## config.mk

```make
export PLATFORM = sky130hd
export DESIGN_NAME = itd_core_timing
export DESIGN_NICKNAME = d
export VERILOG_FILES = /design/src/hdl/itd_pkg.sv /design/src/hdl/itd_decode.sv /design/src/hdl/itd_core_timing.sv
export SDC_FILE = /design/constraint.sdc
export NUM_CORES = 1
export LEC_CHECK = 0
export ABC_AREA = 1
export BUFFER_PORTS_ARGS = -buffer_cell sky130_fd_sc_hd__buf_2
export CORE_ASPECT_RATIO = 1.2
export CORE_MARGIN = 2
export CORE_UTILIZATION = 58
export CTS_CLUSTER_SIZE = 8
export DETAILED_ROUTE_END_ITERATION = 7
export GPL_ROUTABILITY_DRIVEN = 0
export HOLD_SLACK_MARGIN = 0.12
export PLACE_DENSITY = 0.88
export SLEW_MARGIN = 20
export SYNTH_ARGS = -nofsm -noshare
export SYNTH_HDL_FRONTEND = slang
export SYNTH_SLANG_ARGS = --single-unit
```

## constraint.sdc

```tcl
create_clock -name clk -period 4.1 [get_ports clk]
set_input_delay 0.41 -clock clk [delete_from_list [all_inputs] [get_ports clk]]
set_output_delay 0.41 -clock clk [all_outputs]
set_load 0.02 [all_outputs]
```

## src/hdl/itd_pkg.sv

```systemverilog
package itd_pkg;
    // Cycle counts at zero wait states
    localparam logic [5:0] CYC_ONE = 6'h01;
    localparam logic [5:0] CYC_LDST = 6'h02;
    localparam logic [5:0] CYC_FLOW = 6'h03;
    localparam logic [5:0] CYC_FOUR = 6'h04;
    localparam logic [5:0] CYC_HINT = 6'h02;
    localparam logic [5:0] CYC_MUL_SLOW = 6'h20;
    localparam logic [5:0] CYC_POP_PC_BASE = 6'h04;
    localparam logic [5:0] CYC_SVC = 6'h04;
    localparam logic [5:0] CYC_BREAKPOINT_OP = 6'h04;
    localparam logic [5:0] CYC_FAULT = 6'h01;

    typedef enum logic [1:0] {
        ITD_IDLE = 2'h0,
        ITD_EXEC = 2'h1,
        ITD_SLEEP = 2'h3
    } itd_state_t;

    typedef enum logic [3:0] {
        CLS_SINGLE = 4'h0,
        CLS_PC_WRITE = 4'h1,
        CLS_MUL = 4'h2,
        CLS_LDST = 4'h3,
        CLS_MULTI = 4'h4,
        CLS_POP_PC = 4'h5,
        CLS_BCOND = 4'h6,
        CLS_BRANCH = 4'h7,
        CLS_BL = 4'h8,
        CLS_SPECIAL = 4'h9,
        CLS_BARRIER = 4'hA,
        CLS_WAIT = 4'hB,
        CLS_SVC = 4'hC,
        CLS_BREAKPOINT_OP = 4'hD,
        CLS_UNDEF = 4'hE
    } itd_class_t;

    typedef struct packed {
        logic [15:0] hw0;
        logic [15:0] hw1;
        logic cond_pass;
    } itd_instr_t;

    typedef struct packed {
        itd_class_t cls;
        logic [5:0] cycles;
        logic wide;
    } itd_dec_t;
endpackage

```

## src/hdl/itd_decode.sv

```systemverilog
`timescale 1ns/1ps
module itd_decode
    import itd_pkg::*;
#(
    parameter bit FAST_MUL = 1'b1
) (
    input wire itd_instr_t ins,
    output itd_dec_t dec
);
    logic [15:0] h;
    logic [4:0] nreg;
    always_comb begin
        h = ins.hw0;
        nreg = 5'($countones(h[7:0]));
        dec.cls = CLS_SINGLE;
        dec.cycles = CYC_ONE;
        dec.wide = 1'b0;
        if (h[15:11] == 5'h1D || h[15:11] == 5'h1F || h[15:11] == 5'h1E) begin
            dec.wide = 1'b1;
            dec.cls = CLS_UNDEF;
            dec.cycles = CYC_FAULT;
            if (h[15:11] == 5'h1E && ins.hw1[15:14] == 2'h3 && ins.hw1[12]) begin
                dec.cls = CLS_BL;
                dec.cycles = CYC_FOUR;
            end else if (h[15:4] == 12'hF3B && ins.hw1[15:8] == 8'h8F
                         && ins.hw1[7:4] inside {4'h4, 4'h5, 4'h6}) begin
                dec.cls = CLS_BARRIER;
                dec.cycles = CYC_FOUR;
            end else if ((h[15:5] == 11'h79C || h[15:0] == 16'hF3EF)
                         && ins.hw1[15:14] == 2'h2) begin
                dec.cls = CLS_SPECIAL;
                dec.cycles = CYC_FOUR;
            end
        end else if (h[15:12] == 4'hB && h[10] == 1'b0 && h[8] == 1'b1) begin
            dec.cls = CLS_UNDEF;
            dec.cycles = CYC_FAULT;
        end else if (h[15:8] == 8'hBF && h[3:0] != 4'h0) begin
            dec.cls = CLS_UNDEF;
            dec.cycles = CYC_FAULT;
        end else if (h[15:8] == 8'hBF && (h[7:4] == 4'h2 || h[7:4] == 4'h3)) begin
            dec.cls = CLS_WAIT;
            dec.cycles = CYC_HINT;
        end else if (h[15:8] == 8'hBE) begin
            dec.cls = CLS_BREAKPOINT_OP;
            dec.cycles = CYC_BREAKPOINT_OP;
        end else if (h[15:8] == 8'hDF) begin
            dec.cls = CLS_SVC;
            dec.cycles = CYC_SVC;
        end else if (h[15:12] == 4'hD) begin
            dec.cls = CLS_BCOND;
            dec.cycles = ins.cond_pass ? CYC_FLOW : CYC_ONE;
        end else if (h[15:11] == 5'h1C || h[15:8] == 8'h47) begin
            dec.cls = CLS_BRANCH;
            dec.cycles = CYC_FLOW;
        end else if ((h[15:8] == 8'h44 || h[15:8] == 8'h46) && h[7] && h[2:0] == 3'h7) begin
            dec.cls = CLS_PC_WRITE;
            dec.cycles = CYC_FLOW;
        end else if (h[15:6] == 10'h10D) begin
            dec.cls = CLS_MUL;
            dec.cycles = FAST_MUL ? CYC_ONE : CYC_MUL_SLOW;
        end else if (h[15:9] == 7'h5E && h[8]) begin
            dec.cls = CLS_POP_PC;
            dec.cycles = CYC_POP_PC_BASE + 6'(nreg) + CYC_ONE;
        end else if (h[15:12] == 4'hC || h[15:12] == 4'hB && h[10:9] == 2'h2) begin
            dec.cls = CLS_MULTI;
            dec.cycles = CYC_ONE + 6'(nreg) + 6'(h[15:12] == 4'hB && h[8]);
        end else if (h[15:12] == 4'h5 || h[15:13] == 3'h3 || h[15:12] == 4'h8
                     || h[15:12] == 4'h9 || h[15:11] == 5'h09) begin
            dec.cls = CLS_LDST;
            dec.cycles = CYC_LDST;
        end
    end
endmodule

```

## src/hdl/itd_core_timing.sv

```systemverilog
`timescale 1ns/1ps
// Operation
// - Accept all compact 16-bit encodings except compare-branch and if-then forms.
// - Wide encodings limited to branch-with-link, three barriers, special register moves.
// - Counts assume zero-wait memory; wait states stretch execution.
// - Data processing, moves, shifts, extends, SP and PC address ops: one cycle, except add or move to PC: three.
// - Multiply takes one or thirty-two cycles by multiplier build.
// - Every single load or store takes two cycles.
// - Multiple loads, stores, push and plain pop take one plus N.
// - Pop including program counter takes four plus N cycles.
// - Conditional branch: three cycles taken, one cycle not taken.
// - Plain and indirect branches three cycles; immediate branch-with-link four.
// - Special register access four cycles; interrupt enable, non-wait hints, nop one.
// - Each barrier takes four cycles.
// - Wait hints take two cycles, excluding suspended time.
// - Supervisor call and breakpoint counts set by configuration.
// - Wait hints then remove core clock until interrupt or wake event.
module itd_core_timing
    import itd_pkg::*;
#(
    parameter bit FAST_MUL = 1'b1
) (
    // Clock and reset
    input wire logic clk,
    input wire logic nrst,
    // Instruction issue
    input wire logic issue_valid,
    input wire itd_instr_t issue_instr,
    output logic issue_ready_q,
    // Memory wait state
    input wire logic mem_wait,
    // Wake sources
    input wire logic wake_irq,
    // Status
    output logic retire_q,
    output logic [5:0] cycles_q,
    output logic fault_q,
    output logic wide_q,
    output logic core_clk_en_q
);
    itd_dec_t dec;
    itd_state_t state_q;
    logic [5:0] cnt_q;
    logic wait_hint_q;
    logic wake_s1_q;
    logic wake_s2_q;
    logic take;

    itd_decode #(.FAST_MUL(FAST_MUL)) u_dec (
        .ins(issue_instr),
        .dec(dec)
    );

    assign take = issue_valid && issue_ready_q;

    // Wake is asynchronous, so two stages first
    always_ff @(posedge clk or negedge nrst) begin
        if (!nrst) begin
            wake_s1_q <= 1'b0;
            wake_s2_q <= 1'b0;
        end else begin
            wake_s1_q <= wake_irq;
            wake_s2_q <= wake_s1_q;
        end
    end

    // Sequencer; cycle count freezes while memory stalls
    always_ff @(posedge clk or negedge nrst) begin
        if (!nrst) begin
            state_q <= ITD_IDLE;
            cnt_q <= 6'h00;
            wait_hint_q <= 1'b0;
        end else begin
            unique case (state_q)
                ITD_IDLE: begin
                    if (take) begin
                        state_q <= ITD_EXEC;
                        cnt_q <= dec.cycles;
                        wait_hint_q <= (dec.cls == CLS_WAIT);
                    end
                end
                ITD_EXEC: begin
                    if (!mem_wait) begin
                        if (cnt_q == CYC_ONE) begin
                            state_q <= wait_hint_q ? ITD_SLEEP : ITD_IDLE;
                        end
                        cnt_q <= cnt_q - CYC_ONE;
                    end
                end
                ITD_SLEEP: begin
                    if (wake_s2_q) begin
                        state_q <= ITD_IDLE;
                        wait_hint_q <= 1'b0;
                    end
                end
                default: state_q <= ITD_IDLE;
            endcase
        end
    end

    // Handshake and status outputs
    always_ff @(posedge clk or negedge nrst) begin
        if (!nrst) begin
            issue_ready_q <= 1'b1;
            retire_q <= 1'b0;
            cycles_q <= 6'h00;
            fault_q <= 1'b0;
            wide_q <= 1'b0;
        end else begin
            retire_q <= 1'b0;
            if (take) begin
                issue_ready_q <= 1'b0;
                cycles_q <= dec.cycles;
                fault_q <= (dec.cls == CLS_UNDEF);
                wide_q <= dec.wide;
            end else if (state_q == ITD_EXEC && !mem_wait && cnt_q == CYC_ONE) begin
                retire_q <= 1'b1;
                issue_ready_q <= !wait_hint_q;
            end else if (state_q == ITD_SLEEP && wake_s2_q) begin
                issue_ready_q <= 1'b1;
            end
        end
    end

    // Core clock gate: off while suspended
    always_ff @(posedge clk or negedge nrst) begin
        if (!nrst) begin
            core_clk_en_q <= 1'b1;
        end else begin
            core_clk_en_q <= !(state_q == ITD_SLEEP && !wake_s2_q) &&
                !(state_q == ITD_EXEC && wait_hint_q && !mem_wait && cnt_q == CYC_ONE);
        end
    end

    // Elapsed cycles of current instruction, for checking
    logic [5:0] run_q;
    always_ff @(posedge clk or negedge nrst) begin
        if (!nrst) begin
            run_q <= 6'h00;
        end else if (take) begin
            run_q <= 6'h00;
        end else if (state_q == ITD_EXEC) begin
            run_q <= run_q + CYC_ONE;
        end
    end

    property p_retire_count;
        @(posedge clk) disable iff (!nrst)
        (retire_q && !mem_wait) |-> (run_q >= cycles_q);
    endproperty
    a_retire_count: assert property (p_retire_count) else $error("retire before count");

    property p_single;
        @(posedge clk) disable iff (!nrst)
        (take && dec.cls == CLS_SINGLE) ##1 !mem_wait |=> retire_q;
    endproperty
    a_single: assert property (p_single) else $error("single op not one cycle");

    property p_pcw;
        @(posedge clk) disable iff (!nrst)
        (take && dec.cls == CLS_PC_WRITE) ##1 !mem_wait [*3] |=> retire_q;
    endproperty
    a_pcw: assert property (p_pcw) else $error("pc write not three");

    property p_ldst;
        @(posedge clk) disable iff (!nrst)
        (take && dec.cls == CLS_LDST) ##1 !mem_wait [*2] |=> retire_q;
    endproperty
    a_ldst: assert property (p_ldst) else $error("load store not two");

    property p_barrier;
        @(posedge clk) disable iff (!nrst)
        (take && (dec.cls == CLS_BARRIER || dec.cls == CLS_SPECIAL || dec.cls == CLS_BL))
        ##1 !mem_wait [*4] |=> retire_q;
    endproperty
    a_barrier: assert property (p_barrier) else $error("four cycle op wrong");

    property p_bcond;
        @(posedge clk) disable iff (!nrst)
        (take && dec.cls == CLS_BCOND && !issue_instr.cond_pass) |=> (cycles_q == CYC_ONE);
    endproperty
    a_bcond: assert property (p_bcond) else $error("untaken branch not one");

    property p_undef;
        @(posedge clk) disable iff (!nrst)
        (take && dec.cls == CLS_UNDEF) |=> fault_q;
    endproperty
    a_undef: assert property (p_undef) else $error("undefined not faulted");

    property p_sleep;
        @(posedge clk) disable iff (!nrst)
        (state_q == ITD_SLEEP && !wake_s2_q) |=> !core_clk_en_q;
    endproperty
    a_sleep: assert property (p_sleep) else $error("clock not removed");

    property p_wait;
        @(posedge clk) disable iff (!nrst)
        (take && dec.cls == CLS_WAIT) ##1 !mem_wait [*2]
        |=> (retire_q && !core_clk_en_q && !issue_ready_q);
    endproperty
    a_wait: assert property (p_wait) else $error("wait hint not two");
endmodule

```

### Word level (Yosys, flattened, before mapping)

Index checks and enable logic that the tools add are counted.

* logic and storage cells: 149
* output and inout port bits: 11
* register bits: 22

* eq/ne operators: 42
* multiplexer cells: 35
* add/sub/neg operators: 12
* reduce and logical (&&, ||, !) cells: 48
* bitwise operators: 1

Operators with widths (number)
* 10-bit 2-to-1 mux: 13
* 8-bit == test (second input constant): 4
* 4-bit == test (second input constant): 7
* 8-bit by 7-bit == test with 1-bit output (second input constant): 3
* 1-bit logical AND: 23
* 5-bit == test (second input constant): 4
* 9-bit 2-to-1 mux: 2
* 16-bit == test (second input constant): 1
* 4-bit by 3-bit == test with 1-bit output (second input constant): 4
* 5-bit adder: 3
* 12-bit == test (second input constant): 1
* 2-bit 2-to-1 mux: 6
* 6-bit 2-to-1 mux: 2
* 6-bit case mux with 2 select lines: 1
* 11-bit == test (second input constant): 1
* 1-bit logical OR: 11
* 10-bit by 9-bit == test with 1-bit output (second input constant): 1
* 1-bit by 1-bit adder with 2-bit output: 4
* 2-bit == test (second input constant): 4
* 4-bit by 2-bit == test with 1-bit output (second input constant): 2
* 1-bit 2-to-1 mux: 8
* 8-bit 2-to-1 mux: 1
* 2-bit != test (second input constant): 4
* 7-bit == test (second input constant): 1
* other kinds (20): 27

### Longest topological paths before layout

* depth after elaboration: 21
* depth in mapped cells: 20
* gate-level depth less buffers: 20

### Hierarchy

From an unflattened synthesis, not the netlist that was laid out.

* cell total of the unflattened synthesis: 341
* area total of the unflattened synthesis: 2200.9 µm²

Modules (own cells, without submodules)
* itd_decode: area an instance 1107.3 µm², cells each 203, instances 1, sequential area each 0.0 µm²
* itd_core_timing: area an instance 1093.5 µm², cells each 138, instances 1, sequential area each 553.0 µm²

### Worst setup path before layout

OpenSTA, ideal clock, no wires.

* path type: input port to flip-flop
* from: in issue_instr[17] in the netlist's numbering
* to: reg cnt_q[3]
* path slack: 0.821 ns
* data arrival time: 3.143 ns
* setup time: 0.136 ns
* data required time: 3.964 ns
* cell stages on the path: 16
* path through: inv_1 ha_1 inv_1 fa_1 inv_1 fa_1 ha_1 fa_1 clkbuf_1 nand3_1 xor2_1 o21ai_0 o21ai_1 nand2_1 o311ai_1 o21ai_0

* longest elaborated chain between the ends: 19
* elaborated cells on any way between the ends: 25
* classes of those cells: add/sub: 7; eq/ne: 1; mux: 14; reduce/logical: 3

RTL lines
* start, declared: RTL line itd_core_timing.sv:28 `input wire itd_instr_t issue_instr,`
* 1-bit by 1-bit adder with 2-bit output (not written as such): RTL line itd_decode.sv:14 `nreg = 5'($countones(h[7:0]));`
* 5-bit adder (not written as such) (2 in series): RTL line itd_decode.sv:14
* 1-bit by 5-bit adder with 6-bit output: RTL line itd_decode.sv:66 `dec.cycles = CYC_ONE + 6'(nreg) + 6'(h[15:12] == 4'hB && h[8]);`
* 6-bit by 1-bit adder with 6-bit output: RTL line itd_decode.sv:66
* 10-bit 2-to-1 mux: RTL line itd_decode.sv:64 `end else if (h[15:12] == 4'hC || h[15:12] == 4'hB && h[10:9] == 2'h2) begin`
* 10-bit 2-to-1 mux: RTL line itd_decode.sv:61 `end else if (h[15:9] == 7'h5E && h[8]) begin`
* 10-bit 2-to-1 mux: RTL line itd_decode.sv:58 `end else if (h[15:6] == 10'h10D) begin`
* 10-bit 2-to-1 mux: RTL line itd_decode.sv:55 `end else if ((h[15:8] == 8'h44 || h[15:8] == 8'h46) && h[7] && h[2:0] == 3'h7) begin`
* [2 not listed]
* 10-bit 2-to-1 mux: RTL line itd_decode.sv:46 `end else if (h[15:8] == 8'hDF) begin`
* 10-bit 2-to-1 mux: RTL line itd_decode.sv:43 `end else if (h[15:8] == 8'hBE) begin`
* 10-bit 2-to-1 mux: RTL line itd_decode.sv:40 `end else if (h[15:8] == 8'hBF && (h[7:4] == 4'h2 || h[7:4] == 4'h3)) begin`
* 10-bit 2-to-1 mux *: RTL line itd_decode.sv:37 `end else if (h[15:8] == 8'hBF && h[3:0] != 4'h0) begin`
* 10-bit 2-to-1 mux *: RTL line itd_decode.sv:34 `end else if (h[15:12] == 4'hB && h[10] == 1'b0 && h[8] == 1'b1) begin`
* 10-bit 2-to-1 mux *: RTL line itd_decode.sv:18 `if (h[15:11] == 5'h1D || h[15:11] == 5'h1F || h[15:11] == 5'h1E) begin`
* 6-bit 2-to-1 mux *: RTL line itd_core_timing.sv:76 `if (take) begin`
* 6-bit case mux with 2 select lines *: RTL line itd_core_timing.sv:74 `unique case (state_q)`
* end signal, assigned: RTL line itd_core_timing.sv:78 `cnt_q <= dec.cycles;`
* end signal, assigned: RTL line itd_core_timing.sv:87 `cnt_q <= cnt_q - CYC_ONE;`
* end, declared: RTL line itd_core_timing.sv:43 `logic [5:0] cnt_q;`

Mark *: on every way between the ends. The rest lies on a longest branch, timed or not. The select of a mux whose other input is x is not followed.
A chain may end at the register's enable or synchronous reset.

### Worst setup path in the final report

Same ends and word-level chain as after synthesis.

==> summary.md <==
| Metric | Value |
|---|---|
| Post-CTS Setup Bufs | `0` |
| Commonest cells post-synth | `73 x nand2_1, 47 x inv_1, 45 x nor2_1, 19 x dfrtp_1` |
| PostCTS Resize Cnt | `0` |
| Met2 GRT Util | `0.4280` |
| Post-route DRC | `0` |
| Fin area | `between 2000 and 2500 um^2` |
| Post-DP HPWL | `roughly 3.7 mm` |
| Full die area | `between 4000 and 5000 um^2` |
| Final worst setup slack | `0.8425 ns` |
| Outcome | `finished, final reports clean` |
| Worst setup SP type | `input pin` |
| Clk slew on worst S/H paths | `roughly 0.07 ns` |
| GR Layer Usage met1 | `0.2782` |
| Min-Delay Path Class | `in2reg` |
| CTS root buf | `clkbuf_8` |
| Synthesized area | `approximately 2000 um^2` |
| Crit path kind | `in2reg` |
| Syn Nets | `~360` |
| Minimum clock period | `3.258 ns` |
| Number of synthesized flops with an enable pin | `0` |
| Total congestion overflow | `0` |
| CTS tree | `built` |
| Vias in the first global route | `slightly below 2k` |
| Row count | `23` |
| Final period util | `0.7945` |
| Placed Area | `between 2000 and 2500 um^2` |
| Vias per cell | `around 5.4` |
| CP Data Required Time | `around 4.2 ns` |
| Die X | `approximately 58 um` |
| Critical Path Source | `issue_instr[17]` |
| Number of port buffers | `43` |
| Count leader, synth | `nand2_1` |
| CP Buf/Inv Count | `4` |
| Largest net degree at the start of global routing | `22` |
| # setup viols final | `0` |
| Sw power | `roughly 0.4 mW` |
| Initial DRC Count | `99` |
| Rel. slew slack | `0.6492` |
| Setup total negative slack | `0 ns` |
| Detail Route Antenna Nets | `0` |
| Prevailing post-synth register cell | `dfrtp_1` |
| Slew at the pin closest to its max-slew limit | `approximately 0.52 ns` |
| Final WL | `around 4.4 mm` |
| Sink Count | `21` |
| Sequential group share of total power | `0.341` |
| First-pass GRT wire length | `about 7.7 mm` |
| Drt pass-1 iters | `4` |
| Comb power frac | `0.511` |
| R2R setup slack | `~2.3 ns` |
| Final Hold Fails | `0` |
| Area growth, synth to finish | `14.75%` |
| Most used routing layer | `met2` |
| Sequential share of the synthesized area | `0.2583` |
| Worst reg2reg path startpoint | `issue_ready_q` |
| WP depth | `16` |
| CP Capture Type | `flop` |
| Synth top area share | `0.2326` |
| Maximum clock path buffer count | `2` |
| Synth warnings | `0` |
| Fillers | `about 310` |
| Ratio of cells with drive above 1 in the final layout | `0.1965` |
| Total track usage | `0.2360` |
| GR Layer Usage met3 | `0.001876` |
| Area leader, netlist | `dfrtp_1` |
| Die height | `slightly below 70 um` |
| Peak supply drop | `~0.00035 V` |
| Internal power | `just over 0.5 mW` |
| FF-to-FF End | `cnt_q[5]` |
| Power Density | `between 300 and 400 nW/um^2` |
| Pwr Total | `0.8987 mW` |
| FFs w/ async S/R, synth | `1.000` |
| Critical path's top delay family | `adder cells` |
| P_leak | `between 1 and 1.5 nW` |
| Antenna violations before repair | `0` |
| Slowest library cell on the worst path | `fa_1` |
| Skew final | `between 0.004 and 0.005 ns` |
| Syn_area_per_cell | `around 6.8 um^2` |
| Fin util | `0.6968` |
| Fmax | `307.0 MHz` |
| CP max FO | `8` |
| CTS Buf Count | `3` |
| Clock share of power | `0.148` |
| IO Pins | `between 40 and 50` |
| Core region area | `around 3400 um^2` |
| Area of the multi-input gates | `1314 um^2` |
| Synth Instances | `~300` |
| Antenna fix cells | `0` |
| Net Sw Frac | `0.4377` |
| Critical path's largest stage delay | `roughly 0.63 ns` |
| Synth area leaders | `dfrtp_1 23%, nand2_1 13%, ha_1 11%` |
| Unrepaired setup endpoints after global routing | `false` |
| Worst-Skew Late Latency | `approximately 0.26 ns` |
| Max-cap violations | `0` |
| DR vias | `2064` |
| CTS HTree Levels | `1` |
| Pins Over Slew Limit | `0` |
| WP data arrival | `approximately 3.4 ns` |
| Register bit count reported by yosys | `21` |
| Netlist cell types | `38` |
| Routed length per instance | `11.50 um` |
| Post-layout nets | `around 400` |
| FF/Latch Area | `528.0 um^2` |
| CP cell instances | `buf_2 > inv_1 > ha_1 > inv_1 > fa_1 > inv_1 > fa_1 > ha_1 > fa_1 > nand3_1 > xor2_1 > o21ai_0 > o21ai_1 > nand2_1 > o311ai_1 > o21ai_0` |
| Initial Utilization | `0.6072` |
| Pre-CTS WS | `0.5601 ns` |
| Crit path capture | `cnt_q[3]` |
| Reg2Reg Depth | `7` |
-- layer usage --
| layer | routed length, um | share of wire | vias up |
|---|---|---|---|
| li1 | - | - | 1059 |
| met1 | 1778 | 0.40 | 921 |
| met2 | 2325 | 0.53 | 74 |
| met3 | 189 | 0.043 | 10 |
| met4 | 111 | 0.025 | 0 |
| met5 | 0 | 0 | - |
-- stage by stage --
step | hold slack, ns | std cells
after floorplan | 0.1144 | 301
after CTS | 0.2464 | 383
final | 0.2534 | 383
after global routing | 0.2575 | 383
after global placement | 0.3345 | 378
after detailed placement | 0.3394 | 378
-- logic make-up after synthesis --
logic type                 share of synthesized area
AOI/OAI and AO/OA                            0.09302
xor gates and xnor gates                    0.008569
adders and majority gates                     0.1493
buffers and inverters                        0.09915
DFF                                           0.2583
other                                       0.001834
and+or+nand+nor                               0.3898
-- flip-flops by register name (all words and copies together) (netlist names) --
register	cells
fault_q	1
state_q	2
wake_s2_q	1
retire_q	1
cycles_q	5
cnt_q	6
wide_q	1
core_clk_en_q	1
issue_ready_q	1
wake_s1_q	1
wait_hint_q	1
-- cell usage in the layout (no fill, tap or decap), types with 2 or more instances in the layout --
cell	n
buf_2	43
o21ai_0	13
nand3_1	18
a21oi_1	7
nor3_1	2
nor2_4	2
dfrtp_1	19
inv_2	3
clkbuf_8	3
a31oi_1	4
nand2_1	73
ha_1	18
nand3_2	3
nor4_1	2
nand2_2	4
nor2_1	45
o21ai_1	2
or2_2	3
fa_1	4
inv_1	47
dfstp_2	2
o21a_1	2
nand4_1	10
-- final cells by class --
type                            count  share of cell area
Tap cell                           37             0.01973
Clock buffer                        4             0.01920
Timing Repair Buffer               44             0.09600
Inverter                           50             0.08000
Multi-Input combinational cell    227              0.5600
Sequential cell                    21              0.2251
-- repair_timing --
item,in CTS,in global routing
hold buffers,1,0
setup endpoints to repair,0,0
hold endpoints to repair,19,0
-- power groups by stage --
| stage | combinational, mW | sequential, mW | clock (mW) |
|---|---|---|---|
| CTS | 0.459 | 0.307 | 0.137 |
| floorplan | 0.307 | 0.335 | 0 |
| global placement | 0.441 | 0.307 | 0 |
| finish | 0.459 | 0.307 | 0.133 |
| global route | 0.531 | 0.315 | 0.140 |
| detailed placement | 0.455 | 0.311 | 0 |
-- how the worst min path moves through the flow --
stage                         start        end  slack [ns]  cells after the start
after global placement    wake_s1_q  wake_s2_q        0.33                      0
after global routing       wake_irq  wake_s1_q        0.26                      1
after detailed placement  wake_s1_q  wake_s2_q        0.34                      0
after CTS                  wake_irq  wake_s1_q        0.25                      1
after floorplan                nrst   cnt_q[0]        0.11                      0
final                      wake_irq  wake_s1_q        0.25                      1
No activity file was read; power rests on OpenSTA's default activity.
